[config.mk]
export PLATFORM = sky130hd
export DESIGN_NAME = ffss_sequencer
export DESIGN_NICKNAME = d
export VERILOG_FILES = /design/src/rtl/ffss_axil_regs.v /design/src/rtl/ffss_sequencer.v /design/src/rtl/ffss_time_counter.v
export VERILOG_INCLUDE_DIRS = /design/src /design/src/rtl
export SDC_FILE = /design/constraint.sdc
export NUM_CORES = 1
export LEC_CHECK = 0
export BUFFER_PORTS_ARGS = -buffer_cell sky130_fd_sc_hd__buf_4
export CAP_MARGIN = 15
export CORE_UTILIZATION = 45
export CTS_CLUSTER_DIAMETER = 120
export CTS_CLUSTER_SIZE = 16
export DETAILED_ROUTE_END_ITERATION = 8
export PLACE_DENSITY = 0.79
export SYNTH_ARGS = -nofsm -noshare
export SYNTH_HDL_FRONTEND = slang
export SYNTH_HIERARCHICAL = 1
export SYNTH_SLANG_ARGS = --single-unit
[constraint.sdc]
create_clock -name ref_clk -period 4 [get_ports ref_clk]
set_clock_uncertainty 0.2 [all_clocks]
set_input_delay 0.8 -clock ref_clk [delete_from_list [all_inputs] [get_ports ref_clk]]
set_output_delay 0.8 -clock ref_clk [all_outputs]
set_load 0.01 [all_outputs]
[src/rtl/ffss_defs.vh]
// Constants for the frame and slice sequencer
`ifndef FFSS_DEFS_VH
`define FFSS_DEFS_VH

// Command codes on the synchronous command port
`define FFSS_CMD_NONE 2'h0
`define FFSS_CMD_SET_NEXT 2'h1
`define FFSS_CMD_FRAME 2'h2
`define FFSS_CMD_SLICE 2'h3

// Timing method encodings
`define FFSS_COUNTER_RESET_TIMING 1'b0
`define FFSS_SLICE_START_MEASURE_TIMING 1'b1

// Field widths
`define FFSS_FRAME_W 32
`define FFSS_SLICE_W 16
`define FFSS_TIME_W 16

// Reset values
`define FFSS_FRAME_RST 32'h0000_0000
`define FFSS_SLICE_RST 16'h0000
`define FFSS_TIME_RST 16'h0000

// Cycles from a frame command to counter zero (fixed per design)
`define FFSS_SYNC_RST_CYCLES 2'h1

// AXI4-Lite register byte offsets
`define FFSS_REG_STATUS 4'h0
`define FFSS_REG_FRAME 4'h4
`define FFSS_REG_NEXT 4'h8
`define FFSS_REG_SLICE 4'hc

// Status register bit positions
`define FFSS_ST_ACTIVE 0
`define FFSS_ST_NEXT_VALID 1
`define FFSS_ST_METHOD 2
`define FFSS_ST_RUN_EN 3

// AXI responses
`define FFSS_RESP_OKAY 2'h0
`define FFSS_RESP_SLVERR 2'h2

`endif

[src/rtl/ffss_axil_regs.v]
// AXI4-Lite register slave for sequencer state; only the status run-enable bit is writable
`include "ffss_defs.vh"

module ffss_axil_regs (
  // Clock and reset
  input wire ref_clk,
  input wire rst,
  // Write channels
  input wire [3:0] s_axi_awaddr,
  input wire s_axi_awvalid,
  output reg s_axi_awready,
  input wire [31:0] s_axi_wdata,
  input wire [3:0] s_axi_wstrb,
  input wire s_axi_wvalid,
  output reg s_axi_wready,
  output reg [1:0] s_axi_bresp,
  output reg s_axi_bvalid,
  input wire s_axi_bready,
  // Read channels
  input wire [3:0] s_axi_araddr,
  input wire s_axi_arvalid,
  output reg s_axi_arready,
  output reg [31:0] s_axi_rdata,
  output reg [1:0] s_axi_rresp,
  output reg s_axi_rvalid,
  input wire s_axi_rready,
  // Block state
  input wire [31:0] statusWord,
  input wire [31:0] frameWord,
  input wire [31:0] nextWord,
  input wire [31:0] sliceWord,
  // Software run enable
  output reg runEn_q
);

  reg awHave_q;
  reg wHave_q;
  reg [3:0] awAddr_q;
  reg [31:0] wData_q;
  reg wLane0_q;
  wire doWrite;

  assign doWrite = awHave_q && wHave_q && !s_axi_bvalid;

  // Write path: address and data latched in either order
  always @(posedge ref_clk) begin
    if (rst) begin
      s_axi_awready <= 1'b1;
      s_axi_wready <= 1'b1;
      awHave_q <= 1'b0;
      wHave_q <= 1'b0;
      awAddr_q <= 4'h0;
      wData_q <= 32'h0000_0000;
      wLane0_q <= 1'b0;
      s_axi_bvalid <= 1'b0;
      s_axi_bresp <= `FFSS_RESP_OKAY;
      runEn_q <= 1'b1;
    end else begin
      if (s_axi_awvalid && s_axi_awready) begin
        awHave_q <= 1'b1;
        awAddr_q <= s_axi_awaddr;
        s_axi_awready <= 1'b0;
      end
      if (s_axi_wvalid && s_axi_wready) begin
        wHave_q <= 1'b1;
        wData_q <= s_axi_wdata;
        wLane0_q <= s_axi_wstrb[0];
        s_axi_wready <= 1'b0;
      end
      if (doWrite) begin
        awHave_q <= 1'b0;
        wHave_q <= 1'b0;
        s_axi_bvalid <= 1'b1;
        // Only the status word holds a writable bit
        if (awAddr_q == `FFSS_REG_STATUS) begin
          s_axi_bresp <= `FFSS_RESP_OKAY;
          if (wLane0_q) begin
            runEn_q <= wData_q[`FFSS_ST_RUN_EN];
          end
        end else if (awAddr_q == `FFSS_REG_FRAME ||
                     awAddr_q == `FFSS_REG_NEXT ||
                     awAddr_q == `FFSS_REG_SLICE) begin
          s_axi_bresp <= `FFSS_RESP_OKAY;
        end else begin
          s_axi_bresp <= `FFSS_RESP_SLVERR;
        end
      end
      if (s_axi_bvalid && s_axi_bready) begin
        s_axi_bvalid <= 1'b0;
        s_axi_awready <= 1'b1;
        s_axi_wready <= 1'b1;
      end
    end
  end

  // Read path: one outstanding read, answer one cycle after address
  always @(posedge ref_clk) begin
    if (rst) begin
      s_axi_arready <= 1'b1;
      s_axi_rvalid <= 1'b0;
      s_axi_rdata <= 32'h0000_0000;
      s_axi_rresp <= `FFSS_RESP_OKAY;
    end else if (s_axi_arvalid && s_axi_arready) begin
      s_axi_arready <= 1'b0;
      s_axi_rvalid <= 1'b1;
      s_axi_rresp <= `FFSS_RESP_OKAY;
      case (s_axi_araddr)
        `FFSS_REG_STATUS: s_axi_rdata <= statusWord;
        `FFSS_REG_FRAME: s_axi_rdata <= frameWord;
        `FFSS_REG_NEXT: s_axi_rdata <= nextWord;
        `FFSS_REG_SLICE: s_axi_rdata <= sliceWord;
        default: begin
          s_axi_rdata <= 32'h0000_0000;
          s_axi_rresp <= `FFSS_RESP_SLVERR;
        end
      endcase
    end else if (s_axi_rvalid && s_axi_rready) begin
      s_axi_rvalid <= 1'b0;
      s_axi_arready <= 1'b1;
    end
  end

endmodule

[src/rtl/ffss_sequencer.v]
// Frame and slice command sequencer for a front-end module
//
// Contract
// - frame start with pending number, counter-reset timing: zero time counters.
// - counter zeroing takes a fixed number of global clock cycles.
// - frame start, slice-measure timing: record internal time of that edge.
// - frame start with pending number copies it to current frame number.
// - frame start consumes pending number, marking it uninitialized.
// - frame start with pending number clears slice number.
// - inactive plus pending: go active, digitize, send when data ready. (Code digitizes only if the status run-enable bit is set.)
// - active without pending: go inactive, stop digitizing, keep sending.
// - inactive without pending: ignore frame command.
// - slice command acts only while frame active.
// - accepted slice: measure timing records time; counter-reset does nothing.
// - accepted slice increments slice number by one.
// - each hit yields time count, frame and slice numbers together.
// - slice-measure timing: counter rollover longer than a slice.
// - counter-reset timing: rollover at least one slice length.
// - slice number may lag high by one; rollover then two slices.
// - set-next command stores number and marks it initialized.
// - module reset ignores all commands; resume after release.
// - module reset stops digitizing, sending, drops data, clears state.
`include "ffss_defs.vh"

module ffss_sequencer #(
  // Timing method, fixed at build time
  parameter TIMING_METHOD = `FFSS_COUNTER_RESET_TIMING
) (
  // Clock and reset
  input wire ref_clk,
  input wire rst,
  // Module reset line from the concentrator
  input wire modRst,
  // Synchronous command port
  input wire cmdValid,
  input wire [1:0] cmdCode,
  input wire [31:0] cmdFrame,
  // Hit digitizer interface
  input wire hitValid,
  input wire txDataReady,
  // Tagged hit output
  output reg hitTagValid_q,
  output reg [15:0] hitTime_q,
  output reg [31:0] hitFrame_q,
  output reg [15:0] hitSlice_q,
  // Control outputs
  output reg digitizeEn_q,
  output reg transmitEn_q,
  output reg flushBuf_q,
  output reg frameActive_q,
  output reg [15:0] sliceStartTime_q,
  output reg sliceMark_q,
  // AXI4-Lite slave
  input wire [3:0] s_axi_awaddr,
  input wire s_axi_awvalid,
  output wire s_axi_awready,
  input wire [31:0] s_axi_wdata,
  input wire [3:0] s_axi_wstrb,
  input wire s_axi_wvalid,
  output wire s_axi_wready,
  output wire [1:0] s_axi_bresp,
  output wire s_axi_bvalid,
  input wire s_axi_bready,
  input wire [3:0] s_axi_araddr,
  input wire s_axi_arvalid,
  output wire s_axi_arready,
  output wire [31:0] s_axi_rdata,
  output wire [1:0] s_axi_rresp,
  output wire s_axi_rvalid,
  input wire s_axi_rready
);

  // ----------------------------------------------------------------
  // State
  // ----------------------------------------------------------------
  reg [31:0] nextFrame_q;
  reg nextValid_q;
  reg [31:0] frameNum_q;
  reg [15:0] sliceNum_q;
  reg pendSend_q;
  reg [1:0] zeroCnt_q;
  wire [15:0] timeCount;
  wire runEn;
  wire cmdLive;
  wire frameCmd;
  wire sliceCmd;
  wire setCmd;
  wire newFrame;
  wire zeroReq;
  wire [31:0] statusWord;
  localparam METHOD_MEASURE = (TIMING_METHOD ==
    `FFSS_SLICE_START_MEASURE_TIMING);

  // ----------------------------------------------------------------
  // Command decode
  // ----------------------------------------------------------------
  // Module reset masks every command while held
  assign cmdLive = cmdValid && !modRst;
  assign setCmd = cmdLive && cmdCode == `FFSS_CMD_SET_NEXT;
  assign frameCmd = cmdLive && cmdCode == `FFSS_CMD_FRAME;
  assign sliceCmd = cmdLive && cmdCode == `FFSS_CMD_SLICE &&
    frameActive_q;
  assign newFrame = frameCmd && nextValid_q;

  // Counter-reset timing zeroes the time base on every new frame
  assign zeroReq = !METHOD_MEASURE && newFrame;

  // ----------------------------------------------------------------
  // Time base
  // ----------------------------------------------------------------
  // 16-bit rollover; the rollover must span at least two slices for
  // late slice tagging to be resolvable downstream
  ffss_time_counter uTime (
    .ref_clk(ref_clk),
    .rst(rst),
    .zeroReq(zeroReq),
    .count_q(timeCount)
  );

  // Fixed latency marker from the frame command to counter zero
  always @(posedge ref_clk) begin
    if (rst) begin
      zeroCnt_q <= 2'h0;
    end else if (zeroReq) begin
      zeroCnt_q <= `FFSS_SYNC_RST_CYCLES;
    end else if (zeroCnt_q != 2'h0) begin
      zeroCnt_q <= zeroCnt_q - 2'h1;
    end
  end

  // ----------------------------------------------------------------
  // Frame and slice state
  // ----------------------------------------------------------------
  // Set-next and frame commands never share a cycle, so order is moot
  always @(posedge ref_clk) begin
    if (rst || modRst) begin
      nextFrame_q <= `FFSS_FRAME_RST;
      nextValid_q <= 1'b0;
      frameActive_q <= 1'b0;
      frameNum_q <= `FFSS_FRAME_RST;
      sliceNum_q <= `FFSS_SLICE_RST;
      sliceStartTime_q <= `FFSS_TIME_RST;
      sliceMark_q <= 1'b0;
    end else begin
      sliceMark_q <= 1'b0;
      if (setCmd) begin
        nextFrame_q <= cmdFrame;
        nextValid_q <= 1'b1;
      end
      if (newFrame) begin
        frameNum_q <= nextFrame_q;
        nextValid_q <= 1'b0;
        sliceNum_q <= `FFSS_SLICE_RST;
        frameActive_q <= 1'b1;
        sliceMark_q <= 1'b1;
        if (METHOD_MEASURE) begin
          sliceStartTime_q <= timeCount;
        end
      end else if (frameCmd && frameActive_q) begin
        frameActive_q <= 1'b0;
      end else if (sliceCmd) begin
        sliceNum_q <= sliceNum_q + 16'h0001;
        sliceMark_q <= 1'b1;
        if (METHOD_MEASURE) begin
          sliceStartTime_q <= timeCount;
        end
      end
      // Inactive frame and no pending number: command dropped
    end
  end

  // ----------------------------------------------------------------
  // Digitizing and transmission control
  // ----------------------------------------------------------------
  // Transmission keeps draining after a frame stops; only the module
  // reset or rst halts it and flushes unsent data
  always @(posedge ref_clk) begin
    if (rst || modRst) begin
      digitizeEn_q <= 1'b0;
      transmitEn_q <= 1'b0;
      flushBuf_q <= 1'b1;
      pendSend_q <= 1'b0;
    end else begin
      flushBuf_q <= 1'b0;
      if (newFrame && !frameActive_q) begin
        digitizeEn_q <= runEn;
        pendSend_q <= 1'b1;
      end else if (frameCmd && !nextValid_q && frameActive_q) begin
        digitizeEn_q <= 1'b0;
      end
      if (pendSend_q && txDataReady) begin
        transmitEn_q <= 1'b1;
      end
    end
  end

  // ----------------------------------------------------------------
  // Hit tagging
  // ----------------------------------------------------------------
  // Time, frame and slice captured in one cycle so they agree
  always @(posedge ref_clk) begin
    if (rst || modRst) begin
      hitTagValid_q <= 1'b0;
      hitTime_q <= `FFSS_TIME_RST;
      hitFrame_q <= `FFSS_FRAME_RST;
      hitSlice_q <= `FFSS_SLICE_RST;
    end else begin
      hitTagValid_q <= hitValid && digitizeEn_q;
      if (hitValid && digitizeEn_q) begin
        hitTime_q <= timeCount;
        hitFrame_q <= frameNum_q;
        hitSlice_q <= sliceNum_q;
      end
    end
  end

  // ----------------------------------------------------------------
  // Register access
  // ----------------------------------------------------------------
  assign statusWord = {28'h000_0000, runEn, METHOD_MEASURE ? 1'b1 : 1'b0,
    nextValid_q, frameActive_q};

  ffss_axil_regs uRegs (
    .ref_clk(ref_clk),
    .rst(rst),
    .s_axi_awaddr(s_axi_awaddr),
    .s_axi_awvalid(s_axi_awvalid),
    .s_axi_awready(s_axi_awready),
    .s_axi_wdata(s_axi_wdata),
    .s_axi_wstrb(s_axi_wstrb),
    .s_axi_wvalid(s_axi_wvalid),
    .s_axi_wready(s_axi_wready),
    .s_axi_bresp(s_axi_bresp),
    .s_axi_bvalid(s_axi_bvalid),
    .s_axi_bready(s_axi_bready),
    .s_axi_araddr(s_axi_araddr),
    .s_axi_arvalid(s_axi_arvalid),
    .s_axi_arready(s_axi_arready),
    .s_axi_rdata(s_axi_rdata),
    .s_axi_rresp(s_axi_rresp),
    .s_axi_rvalid(s_axi_rvalid),
    .s_axi_rready(s_axi_rready),
    .statusWord(statusWord),
    .frameWord(frameNum_q),
    .nextWord(nextFrame_q),
    .sliceWord({16'h0000, sliceNum_q}),
    .runEn_q(runEn)
  );

endmodule

[src/rtl/ffss_time_counter.v]
// Internal free-running time counter with synchronous zeroing
`include "ffss_defs.vh"

module ffss_time_counter (
  // Clock and reset
  input wire ref_clk,
  input wire rst,
  // Control
  input wire zeroReq,
  // Count
  output reg [`FFSS_TIME_W-1:0] count_q
);

  // Rollover counter; zeroing wins over counting so time zero is exact
  always @(posedge ref_clk) begin
    if (rst || zeroReq) begin
      count_q <= `FFSS_TIME_RST;
    end else begin
      count_q <= count_q + 16'h0001;
    end
  end

endmodule

* Word-level counts from Yosys, hierarchy flattened
Cells that the tools add are included.
** Word-level totals
- Register bits :: 221
- Output and inout bits :: 127
** Cells by class
- Add/sub/neg operators :: 2
- Eq/ne operators :: 9
- Bitwise operators :: 1
- Reduce and logical (&&, ||, !) cells :: 38
- Mux-type cells :: 16
** Operators by type and width (count)
- $pmux W32 S4 :: 1
- $add A16 B1 Y16 const B :: 2
- $logic_and A1 B1 Y1 :: 19
- $eq A4 B4 Y1 const B :: 4
- $mux W1 :: 12
- $eq A4 B3 Y1 const B :: 2
- $logic_not A4 Y1 :: 2
- $mux W2 :: 3
- $reduce_bool A2 Y1 :: 3
- $reduce_or A2 Y1 :: 3
- $eq A2 B2 Y1 const B :: 2
- $logic_not A1 Y1 :: 4
- $logic_or A1 B1 Y1 :: 4
- $reduce_or A4 Y1 :: 1
- $reduce_and A3 Y1 :: 1
- $eq A2 B1 Y1 const B :: 1
- $reduce_and A2 Y1 :: 1
- $not A1 Y1 :: 1

* Depth between registers and ports, before layout
Gate-level depths: netlist of the first run.
- Word-level depth :: 7
- Mapped depth :: 7
- Gate-level depth less buffers :: 6

* Hierarchy
Netlist of the first run, hierarchy kept.
** By module, submodules not included
- ffss_sequencer :: area an instance 5536.6 sq um, sequential area each 3042.9 sq um, instances 1, cells an instance 695
- ffss_axil_regs :: area an instance 2544.9 sq um, sequential area each 960.9 sq um, instances 1, cells an instance 255
- ffss_time_counter :: area an instance 734.5 sq um, sequential area each 320.3 sq um, instances 1, cells an instance 82

* Least setup slack after synthesis of the first run
Ideal clock, no wire load.
- Path kind :: input-to-reg
- Start point :: input port cmdCode[1]
- End point :: register uTime.count_q[2]
- Stages :: 7
- Data arrival time :: 2.213 ns
- Data required time :: 3.672 ns
- Path buffers :: 3
- Setup slack :: 1.459 ns
- Cells stage by stage :: buf_2 nand4_1 clkinv_1 buf_1 or2_2 clkbuf_1 nor2_1
** On the way
- Word-level cells in the longest chain between the ends :: 4
** RTL lines
- from (decl) :: RTL line ffss_sequencer.v:36 : input wire [1:0] cmdCode,
- $eq A2 B2 Y1 (no line)
- $logic_and A1 B1 Y1 (no line)
- $logic_and A1 B1 Y1 :: RTL line ffss_sequencer.v:103 : assign newFrame = frameCmd && nextValid_q;
- via newFrame :: RTL line ffss_sequencer.v:88 : wire newFrame;
- $logic_or A1 B1 Y1 :: RTL line ffss_time_counter.v:16 : if (rst || zeroReq) begin
- to (signal assigned) :: RTL line ffss_time_counter.v:17 : count_q <= `FFSS_TIME_RST;
- to (signal assigned) :: RTL line ffss_time_counter.v:19 : count_q <= count_q + 16'h0001;
- to (decl) :: RTL line ffss_time_counter.v:11 : output reg [`FFSS_TIME_W-1:0] count_q
The timed path passes the listed nets, and every way through them passes these cells.
A chain may end at the register's enable or synchronous reset.

* Worst setup path in the final report of the first run
- Start point :: register frameActive_q
- End point :: output port frameActive_q
** RTL lines
- from (decl) :: RTL line ffss_sequencer.v:50 : output reg frameActive_q,
- from (signal assigned) :: RTL line ffss_sequencer.v:139 : frameActive_q <= 1'b0;
- from (signal assigned) :: RTL line ffss_sequencer.v:154 : frameActive_q <= 1'b1;
- from (signal assigned) :: RTL line ffss_sequencer.v:160 : frameActive_q <= 1'b0;
No word-level cell between the ends.

==> results.yml, run 1 <==
run_status:
  result_of_the_run: "finished clean"
cells_and_area:
  final_layout_size_suffix_gt1_share_pct: 17.45
  final-instance-count-excl-fill: 1458
  area_growth_syn_to_layout_pct: 21.16
  antenna-diode-count: 0
  fillCellCount: 1773
  fin_nets: 1289
worst_setup_path:
  crit_fanout: 11
  cp_cell_sequence: "buf_4"
  critPathCaptureType: "output pin"
  timing.critical_path.required_ns: 3.00
  worst-path-buf-inv: 1
  timing.critical_path.max_delay_family: "flip-flops"
  slowest_stage: "sky130_fd_sc_hd__dfxtp_1"
  timing.critical_path.from_type: "flop"
  cpPeakStageDelay_ns: 0.59
  cp.arrival_ns: 1.28
  crit_type: "flop to output pin"
pwr:
  cell_internal_pwr_uw: 3025
  power.share.sequential_pct: 55.6
  clock_network_fraction_of_design_power_pct: 38.5
  power.net_switching_uw: 903.5
  power.leakage_uw: 0.004083
  swShare_pct: 23.00
  power_frac_comb_pct: 6.0
  power_density_normalized_to_cell_area_nw_per_um2: 367.8
  worst_ir_drop_vdd_uv: 259.4
cts:
  numCtsBuffers: 17
  htree_levels: 1
  cts.path.max_buffers: 3
  cts_hold_repair.buffers: 0
  cts_tree: "yes"
  insertion_delay_ns: 0.49
  cts.sink_count: 216
  clock_tree.root_cell: "sky130_fd_sc_hd__clkbuf_16"
  clk_pin_slew_worst_paths_ns: 0.07
  ctsResizeCount: 0
  postCtsSetupRepairBufs: 0
run:
  drv_cap: 0
synthesis:
  ys_seq_elements: 216
  yosys.area.top_type: "sky130_fd_sc_hd__dfxtp_1"
  synthesis.area_per_instance_sq_um: 8.543
  commonest_register_cell_after_synthesis: "sky130_fd_sc_hd__dfxtp_1"
  post_synth_instance_area_sq_um: 8816
  yosysWarningCount: 6
  synth_cell_type_count: 45
  synth_cells: 1032
  synth-seq-area-share_pct: 49.05
  synth.top_cells.by_area: "sky130_fd_sc_hd__dfxtp_1, sky130_fd_sc_hd__nand2_1, sky130_fd_sc_hd__a21oi_1"
  yosys.area.top_type_share_pct: 49.05
  async_flop_share_pct: 0
  synth_edf_count: 0
grt:
  grt_pass1_vias: 7097
  number_of_antenna_violations_at_the_first_check_in_global_routing: 0
  largest_net_degree_at_the_start_of_global_routing: 136
  grt_remaining_overflow: 0
  grtUsageTotal_pct: 22.05
  grt_first_pass_wirelength_um: 35860
place:
  dp.final_hpwl_um: 14580
  routabilityCongestion: 0.7880
  place.port_buffers: 163
  placedCellCount: 1439
detailed_routing:
  dr.pass1.iters: 4
  routed_wirelength_um: 22830
  routedWlPerCell_um: 15.66
  detailedRoute.firstIterationViolations: 391
  via_per_inst: 5.228
  drc: 0
  count_of_antenna_violating_nets_left_after_detailed_routing: 0
  num_vias: 7623
timing:
  final_cycle_utilization_of_the_critical_path_pct: 57.06
  finalSetupViolCount: 0
  finalHoldViolations: 0
  slew_headroom_pct: 28.05
  transition_at_the_pin_with_the_smallest_max_transition_slack_ns: 1.079
  clock.fmax_mhz: 438.2
  timing_max_transition_violations_final: 0
  fin_setup_tns_ns: 0
  unrepaired_setup_endpoints_after_global_routing: "no"
  fin_crit_ns: 2.282
die:
  initial_core_utilization_pct: 46.51
  fp-row-count: 50
  floorplan.die.height_um: 142.0
  die-area_sq_um: 20150
  die_w_um: 142.0
  pin_count: 216
  core_region_area_sq_um: 18960
worst_hold_path:
  worstHoldPathType: "flop to flop"
## kinds of logic (layout without fill, tap and decap cells)
kind of cell / after synthesis / count (layout) / share of synthesized area (%)
compound gates: 240 / 240 / 15.81
xor+xnor: 12 / 12 / 1.192
fa+ha+maj: 2 / 2 / 0.2838
buf+inv: 100 / 205 / 5.989
flops: 216 / 216 / 49.05
mux: 71 / 71 / 8.075
other cells: 2 / 63 / 0.08519
simple gates: 389 / 389 / 19.51
## worst register-to-register path: stages (launching register included)
cell and delay [ns]:
sky130_fd_sc_hd__dfxtp_1 0.59, sky130_fd_sc_hd__nand3_1 0.28, sky130_fd_sc_hd__or4b_4 0.60, sky130_fd_sc_hd__or3_1 0.32, sky130_fd_sc_hd__a21oi_1 0.14
## area by class of cell
cell class                      count  area, sq um  share of cell area (%)
Inverter                           11        41.29                  0.3866
Sequential cell                   216         4324                   40.48
Clock inverter                      2        17.52                  0.1640
Clock buffer                       17        425.4                   3.983
Timing Repair Buffer              175         1326                   12.42
Multi-Input combinational cell    777         4222                   39.52
Tap cell                          260        325.3                   3.046
## final timing paths
path,startpoint,endpoint,slack (ns),cells after the start
setup / recovery,frameActive_q$_SDFFE_PP0P_,frameActive_q,1.72,1
hold / removal,hitFrame_q[21]$_SDFFE_PP0P_,hitFrame_q[21]$_SDFFE_PP0P_,0.25,2
setup reg to reg,frameActive_q$_SDFFE_PP0P_,sliceNum_q[14]$_SDFFE_PP0P_,1.82,4
hold reg to reg,hitFrame_q[21]$_SDFFE_PP0P_,hitFrame_q[21]$_SDFFE_PP0P_,0.25,2
## per-stage QoR
step | hold slack, ns | worst slack, ns | total power, uW | instance area (sq um) | util (%)
5_1_grt | 0.2747 | 1.661 | 4069 | 10680 | 56.35
6_report | 0.2535 | 1.718 | 3928 | 10680 | 56.35
2_1_floorplan | 0.2313 | 1.459 | 2386 | 9045 | -
3_5_place_dp | 0.2452 | 1.404 | 2464 | 10240 | 54.01
4_1_cts | 0.2539 | 1.691 | 3957 | 10680 | 56.35
3_3_place_gp | 0.2433 | 1.436 | 2459 | 10240 | 54.01
## power groups by stage
stage / Clock (uW) / Sequential [uW] / Combinational, uW
after detailed placement: 0 / 2230 / 231
after global routing: 1630 / 2190 / 254
after CTS: 1540 / 2180 / 232
after global placement: 0 / 2230 / 227
final: 1510 / 2180 / 234
after floorplan: 0 / 2230 / 155
## routing by layer
metal	vias to the layer above	routed length [um]	share of wire (%)	global-route usage, %
met5	-	0	0	0
met4	0	520	2.3	6.225
met3	35	1384	6.1	3.836
met2	217	10840	47	37.26
met1	3586	10080	44	28.91
li1	3785	-	-	-
## Yosys cell counts (all sizes together) (2+ instances only)
cell      n
and2      3
clkbuf   42
or2       2
mux2i    70
nand2   280
a21o      2
o21a      2
or3      11
o22ai    32
a22o     32
xor2      4
nand3    17
a21oi   157
nor2     27
xnor2     8
or4       6
nand2b    3
nor4      8
nand4     9
nor3     12
nand3b    3
inv      10
buf      47
conb      2
o21ai     7
or4b      2
dfxtp   216
o31ai     7
and3b     2
ha        2
## sequential cells by signal, summed over array words and instances (netlist names), 4 cells and up
signal,flops
frameNum_q,32
hitFrame_q,32
hitSlice_q,16
hitTime_q,16
nextFrame_q,32
sliceNum_q,16
uRegs/awAddr_q,4
uRegs/s_axi_rdata,32
uTime/count_q,16
## cell usage in the layout, fill, tap and decap left out, types with 2 or more instances in the layout
cell,n
sky130_fd_sc_hd__nand2_1,279
sky130_fd_sc_hd__dfxtp_1,216
sky130_fd_sc_hd__buf_4,174
sky130_fd_sc_hd__a21oi_1,156
sky130_fd_sc_hd__mux2i_1,70
sky130_fd_sc_hd__conb_1,63
sky130_fd_sc_hd__o22ai_1,32
sky130_fd_sc_hd__a22o_1,32
sky130_fd_sc_hd__nor2_1,26
sky130_fd_sc_hd__nand3_1,17
sky130_fd_sc_hd__clkbuf_16,17
sky130_fd_sc_hd__nor3_1,12
sky130_fd_sc_hd__inv_1,10
sky130_fd_sc_hd__or3_1,8
sky130_fd_sc_hd__xnor2_1,8
sky130_fd_sc_hd__o21ai_0,7
sky130_fd_sc_hd__o31ai_1,7
sky130_fd_sc_hd__nor4_1,7
sky130_fd_sc_hd__nand4_1,6
sky130_fd_sc_hd__or4_1,6
sky130_fd_sc_hd__xor2_1,4
sky130_fd_sc_hd__nand3b_1,3
sky130_fd_sc_hd__nand4_4,3
sky130_fd_sc_hd__nand2b_1,3
sky130_fd_sc_hd__or3_2,2
sky130_fd_sc_hd__and3b_1,2
sky130_fd_sc_hd__and2_1,2
sky130_fd_sc_hd__ha_1,2
sky130_fd_sc_hd__inv_6,2
sky130_fd_sc_hd__a21o_1,2
sky130_fd_sc_hd__o21a_1,2
Power figures use the tool's default switching activity.
==> run 2, diff against run 1 <==
==> constraint.sdc (replaced) <==
create_clock -name ref_clk -period 2.2 [get_ports ref_clk]
set_clock_uncertainty 0.2 [all_clocks]
set_input_delay 0.44 -clock ref_clk [delete_from_list [all_inputs] [get_ports ref_clk]]
set_output_delay 0.44 -clock ref_clk [all_outputs]
set_load 0.01 [all_outputs]
==> results.yml, run 2 (synthesis gave the netlist of run 1 again) <==
run_status:
  result_of_the_run: "finished clean"
timing:
  final_cycle_utilization_of_the_critical_path_pct: 90.75
  fin_setup_tns_ns: 0
  finalSetupViolCount: 0
  transition_at_the_pin_with_the_smallest_max_transition_slack_ns: 0.6571
  fin_crit_ns: 1.997
  finalHoldViolations: 0
  timing_max_transition_violations_final: 0
  unrepaired_setup_endpoints_after_global_routing: "no"
  clock.fmax_mhz: 500.9
  slew_headroom_pct: 56.20
place:
  place.port_buffers: 163
  dp.final_hpwl_um: 15100
  routabilityCongestion: 0.7891
cts:
  ctsResizeCount: 0
  cts.sink_count: 216
  postCtsSetupRepairBufs: 0
  clock_tree.root_cell: "sky130_fd_sc_hd__clkbuf_16"
  cts.path.max_buffers: 3
  cts_hold_repair.buffers: 30
  htree_levels: 1
  numCtsBuffers: 17
  cts_tree: "yes"
  insertion_delay_ns: 0.49
  clk_pin_slew_worst_paths_ns: 0.07
cells_and_area:
  area_growth_syn_to_layout_pct: 27.41
  antenna-diode-count: 0
  multi_input_comb_area_sq_um: 4222
  fin_nets: 1339
  mostFrequentLayoutCell: "sky130_fd_sc_hd__nand2_1"
  fillCellCount: 1689
  final_cell_mix: "sky130_fd_sc_hd__nand2_1, sky130_fd_sc_hd__dfxtp_1, sky130_fd_sc_hd__buf_4"
  final_layout_size_suffix_gt1_share_pct: 18.35
  layout.area.seq_sq_um: 4324
die:
  die_w_um: 142.0
  pin_count: 216
  fp-row-count: 50
  floorplan.die.height_um: 142.0
  die-area_sq_um: 20150
  initial_core_utilization_pct: 46.51
  core_region_area_sq_um: 18960
worst_setup_path:
  crit_type: "flop to flop"
  crit_fanout: 6
  timing.critical_path.from_type: "flop"
  cp_cell_sequence: "nand4_4 -> or3_4 -> or4_1 -> a21oi_1"
  worst_reg2reg_path_depth: 4
  rr_endpoint: "sliceNum_q[15]$_SDFFE_PP0P_"
  crit_end: "sliceNum_q[15]$_SDFFE_PP0P_"
  cp.arrival_ns: 2.22
  cpPeakStageDelay_ns: 0.50
  timing.critical_path.depth: 4
  slowest_stage: "sky130_fd_sc_hd__or4_1"
  reg2reg_slack_ns: 0.20
  timing.critical_path.required_ns: 2.42
  critPathCaptureType: "flop"
  timing.critical_path.max_delay_family: "simple AND/OR/NAND/NOR gates"
  worst-path-buf-inv: 0
  crit_start: "sliceNum_q[5]$_SDFFE_PP0P_"
  crit-reg2reg-launch: "sliceNum_q[5]$_SDFFE_PP0P_"
grt:
  largest_net_degree_at_the_start_of_global_routing: 136
  grt_first_pass_wirelength_um: 36270
  grtUsageTotal_pct: 22.29
  grt_remaining_overflow: 0
  number_of_antenna_violations_at_the_first_check_in_global_routing: 0
  grt_pass1_vias: 7409
detailed_routing:
  routedWlPerCell_um: 15.17
  via_per_inst: 5.168
  count_of_antenna_violating_nets_left_after_detailed_routing: 0
  routed_wirelength_um: 22870
  dr.pass1.iters: 5
  drc: 0
  num_vias: 7794
  detailedRoute.firstIterationViolations: 426
pwr:
  power_density_normalized_to_cell_area_nw_per_um2: 641.0
  design_power_total_uw: 7200
  worst_ir_drop_vdd_uv: 578.5
  power.leakage_uw: 0.004335
worst_hold_path:
  worstHoldPathType: "input pin to flop"
run:
  drv_cap: 0
==> run 2: how the worst min path moves through the flow <==
stage	cells after the start	start	slack (ns)	endpoint
global placement	2	uRegs/wLane0_q$_SDFFE_PP0P_	0.24	uRegs/wLane0_q$_SDFFE_PP0P_
floorplan	2	uRegs/awAddr_q[3]$_SDFFE_PP0P_	0.23	uRegs/awAddr_q[3]$_SDFFE_PP0P_
finish	3	cmdFrame[16]	0.02	nextFrame_q[16]$_SDFFE_PP0P_
global route	3	cmdFrame[6]	0.006	nextFrame_q[6]$_SDFFE_PP0P_
detailed placement	2	hitFrame_q[23]$_SDFFE_PP0P_	0.25	hitFrame_q[23]$_SDFFE_PP0P_
CTS	3	cmdFrame[16]	0.0009	nextFrame_q[16]$_SDFFE_PP0P_
==> run 2: layout make-up <==
class | instances | share of cell area, %
multi-input combinational | 777 | 37.59
inverter | 11 | 0.3676
clock inverter | 2 | 0.1560
clock buffer | 17 | 3.787
timing repair buffer | 225 | 16.71
sequential | 216 | 38.50
tap | 260 | 2.896
==> run 2: stage by stage <==
stage | util [%] | cells | cell area (sq um) | hold WS, ns | setup slack (ns)
global route | 59.25 | 1508 | 11230 | 0.005876 | 0.06440
global placement | 55.33 | 1459 | 10490 | 0.2433 | -0.002147
floorplan | - | 1093 | 9045 | 0.2313 | 0.01935
finish | 59.25 | 1508 | 11230 | 0.01807 | 0.2035
CTS | 59.25 | 1508 | 11230 | 0.0009298 | 0.2093
detailed placement | 55.33 | 1459 | 10490 | 0.2477 | 0.02060
==> run 2: worst min-delay path: cells and delay by family <==
family,cells,cell delay [ns]
compound gates,1,0.05
buf+inv,1,0.11
simple gates,1,0.05
==> run 2: power by group <==
part	internal (uW)	switching [uW]
clock network	1390	1350
registers	3940	31.5
logic	227	266
total	5560	1640
==> run 2: layer usage <==
| layer | share of wire (%) | track usage [%] |
|---|---|---|
| met1 | 43 | 27.87 |
| met2 | 48 | 38.92 |
| met3 | 6.0 | 3.903 |
| met4 | 2.6 | 7.131 |
| met5 | 0 | 0 |
==> run 3, diff against run 2 <==
--- a/config.mk
+++ b/config.mk
@@ -6,6 +6,7 @@
 export SDC_FILE = /design/constraint.sdc
 export NUM_CORES = 1
 export LEC_CHECK = 0
+export ABC_AREA = 1
 export BUFFER_PORTS_ARGS = -buffer_cell sky130_fd_sc_hd__buf_4
 export CAP_MARGIN = 15
 export CORE_UTILIZATION = 45
==> results.yml, run 3 <==
timing:
  clock.fmax_mhz: 531.3
  fin_setup_tns_ns: 0
  unrepaired_setup_endpoints_after_global_routing: "no"
  timing_max_transition_violations_final: 0
  final.setup.worst_slack_ns: 0.3178
  transition_at_the_pin_with_the_smallest_max_transition_slack_ns: 1.070
  fin_crit_ns: 1.882
  slew_headroom_pct: 28.56
  finalHoldViolations: 0
  final.hold.worst_slack_ns: 0.01448
  final_cycle_utilization_of_the_critical_path_pct: 85.56
  finalSetupViolCount: 0
cells_and_area:
  mostFrequentLayoutCell: "sky130_fd_sc_hd__nand2_1"
  area_growth_syn_to_layout_pct: 21.19
  antenna-diode-count: 0
  final_util_pct: 55.67
  final_layout_size_suffix_gt1_share_pct: 17.10
  fin_nets: 1560
  final_cell_mix: "sky130_fd_sc_hd__nand2_1, sky130_fd_sc_hd__nor2_1, sky130_fd_sc_hd__dfxtp_1"
  final-instance-count-excl-fill: 1738
worst_setup_path:
  timing.critical_path.required_ns: 2.41
  slowest_stage: "sky130_fd_sc_hd__inv_1"
  crit_type: "flop to flop"
  timing.critical_path.from_type: "flop"
  timing.critical_path.depth: 4
  worst_reg2reg_path_depth: 4
  timing.critical_path.max_delay_family: "buffers and inverters"
  worst-path-buf-inv: 1
  cp.arrival_ns: 2.09
  cpPeakStageDelay_ns: 0.77
  crit_fanout: 34
  critPathCaptureType: "flop"
  cp_cell_sequence: "nand2_1 -> inv_1 -> o21ai_1 -> a21oi_1"
detailed_routing:
  drc: 0
  routedWlPerCell_um: 14.24
  detailedRoute.firstIterationViolations: 566
  count_of_antenna_violating_nets_left_after_detailed_routing: 0
  routed_wirelength_um: 24740
  num_vias: 8814
  dr.pass1.iters: 5
  via_per_inst: 5.071
synthesis:
  yosys.area.top_type_share_pct: 46.52
  post_synth_instance_area_sq_um: 9295
  synth_edf_count: 0
  synth_cell_type_count: 33
  synth_cells: 1290
  synth.most_common_cell: "sky130_fd_sc_hd__nand2_1"
  yosysWarningCount: 6
  commonest_register_cell_after_synthesis: "sky130_fd_sc_hd__dfxtp_1"
  async_flop_share_pct: 0
  synth-seq-area-share_pct: 46.52
  synth_cell_count_leaders: "sky130_fd_sc_hd__nand2_1, sky130_fd_sc_hd__nor2_1, sky130_fd_sc_hd__dfxtp_1, sky130_fd_sc_hd__nand3_1, sky130_fd_sc_hd__o21ai_0"
  yosys.area.top_type: "sky130_fd_sc_hd__dfxtp_1"
  synthesis.area_per_instance_sq_um: 7.206
  synth.top_cells.by_area: "sky130_fd_sc_hd__dfxtp_1, sky130_fd_sc_hd__nand2_1, sky130_fd_sc_hd__nor2_1"
  ys_seq_elements: 216
place:
  routabilityCongestion: 0.8821
  dp.final_hpwl_um: 17100
  place.port_buffers: 163
  dpl_worst_slack_ns: 0.1628
  placedCellCount: 1720
run_status:
  result_of_the_run: "finished clean"
worst_hold_path:
  worstHoldPathCells: 3
  worstHoldPathType: "input pin to flop"
die:
  pin_count: 216
  floorplan.die.height_um: 145.7
  initial_core_utilization_pct: 45.94
  die-area_sq_um: 21230
  core_region_area_sq_um: 20230
  die_w_um: 145.7
  fp-row-count: 52
pwr:
  power.leakage_uw: 0.004662
  power_density_normalized_to_cell_area_nw_per_um2: 642.1
  worst_ir_drop_vdd_uv: 433.2
grt:
  number_of_antenna_violations_at_the_first_check_in_global_routing: 0
  grtUsageTotal_pct: 23.11
  largest_net_degree_at_the_start_of_global_routing: 52
  grt_remaining_overflow: 0
  grt_pass1_vias: 8126
  grt_first_pass_wirelength_um: 40300
cts:
  clock_tree.root_cell: "sky130_fd_sc_hd__clkbuf_16"
  postCtsSetupRepairBufs: 0
  htree_levels: 1
  cts_hold_repair.buffers: 0
  ctsResizeCount: 0
  insertion_delay_ns: 0.48
  numCtsBuffers: 17
  cts_tree: "yes"
  cts.sink_count: 216
  clk_pin_slew_worst_paths_ns: 0.07
  cts.path.max_buffers: 3
run:
  drv_cap: 0
-- run 3: cell types whose count changed after synthesis, sizes merged, moves of 53 or more --
cell   delta
nor2    +215
o21ai   +145
nand3   +125
mux2i    -70
a21oi    -56
inv      +53
-- run 3: per-layer routing --
metal | GRT usage [%] | share of wire [%]
met1 | 30.87 | 45
met2 | 37.85 | 46
met3 | 5.925 | 8.2
met4 | 4.368 | 1.2
met5 | 0 | 0
-- run 3: layout make-up --
type | count | area (sq um)
Fill cell | 1896 | 8970
Multi-Input combinational cell | 975 | 4393
Sequential cell | 216 | 4324
Timing Repair Buffer | 194 | 1531
Clock buffer | 17 | 425.4
Tap cell | 270 | 337.8
Inverter | 65 | 244.0
Clock inverter | 1 | 8.758
-- run 3: cell families (layout without fill, tap and decap cells) --
kind of cell	Yosys count	count (layout)	share of synthesized area, %
fa+ha+maj	2	2	0.2692
xor+xnor	1	1	0.09424
flops	216	216	46.52
simple gates	648	648	30.03
compound gates	261	261	14.24
other cells	2	63	0.08079
buf+inv	160	277	8.763
-- run 3: power breakdown --
group | total, uW | internal [uW] | switching (uW)
registers | 3980 | 3950 | 31.2
clock network | 2710 | 1380 | 1330
logic | 536 | 198 | 337
-- run 3: per-stage QoR --
step	total power, uW	instance area, sq um
floorplan	4412	9524
global placement	4598	10830
detailed placement	4607	10830
CTS	7303	11260
global route	7511	11260
finish	7233	11260
-- run 3: worst min-delay path, cell delays in order --
cell and delay (ns):
sky130_fd_sc_hd__buf_4 0.07, sky130_fd_sc_hd__o21ai_0 0.07, sky130_fd_sc_hd__nor2_1 0.07
-- run 3: worst paths after layout --
| path | from | to | slack [ns] |
|---|---|---|---|
| max reg2reg | uRegs/s_axi_arready$_SDFFE_PP1P_ | uRegs/s_axi_rdata[29]$_SDFFE_PP0P_ | 0.32 |
| min reg2reg | uRegs/awAddr_q[0]$_SDFFE_PP0P_ | uRegs/awAddr_q[0]$_SDFFE_PP0P_ | 0.25 |
| min | cmdFrame[9] | nextFrame_q[9]$_SDFFE_PP0P_ | 0.01 |
| max | uRegs/s_axi_arready$_SDFFE_PP1P_ | uRegs/s_axi_rdata[29]$_SDFFE_PP0P_ | 0.32 |
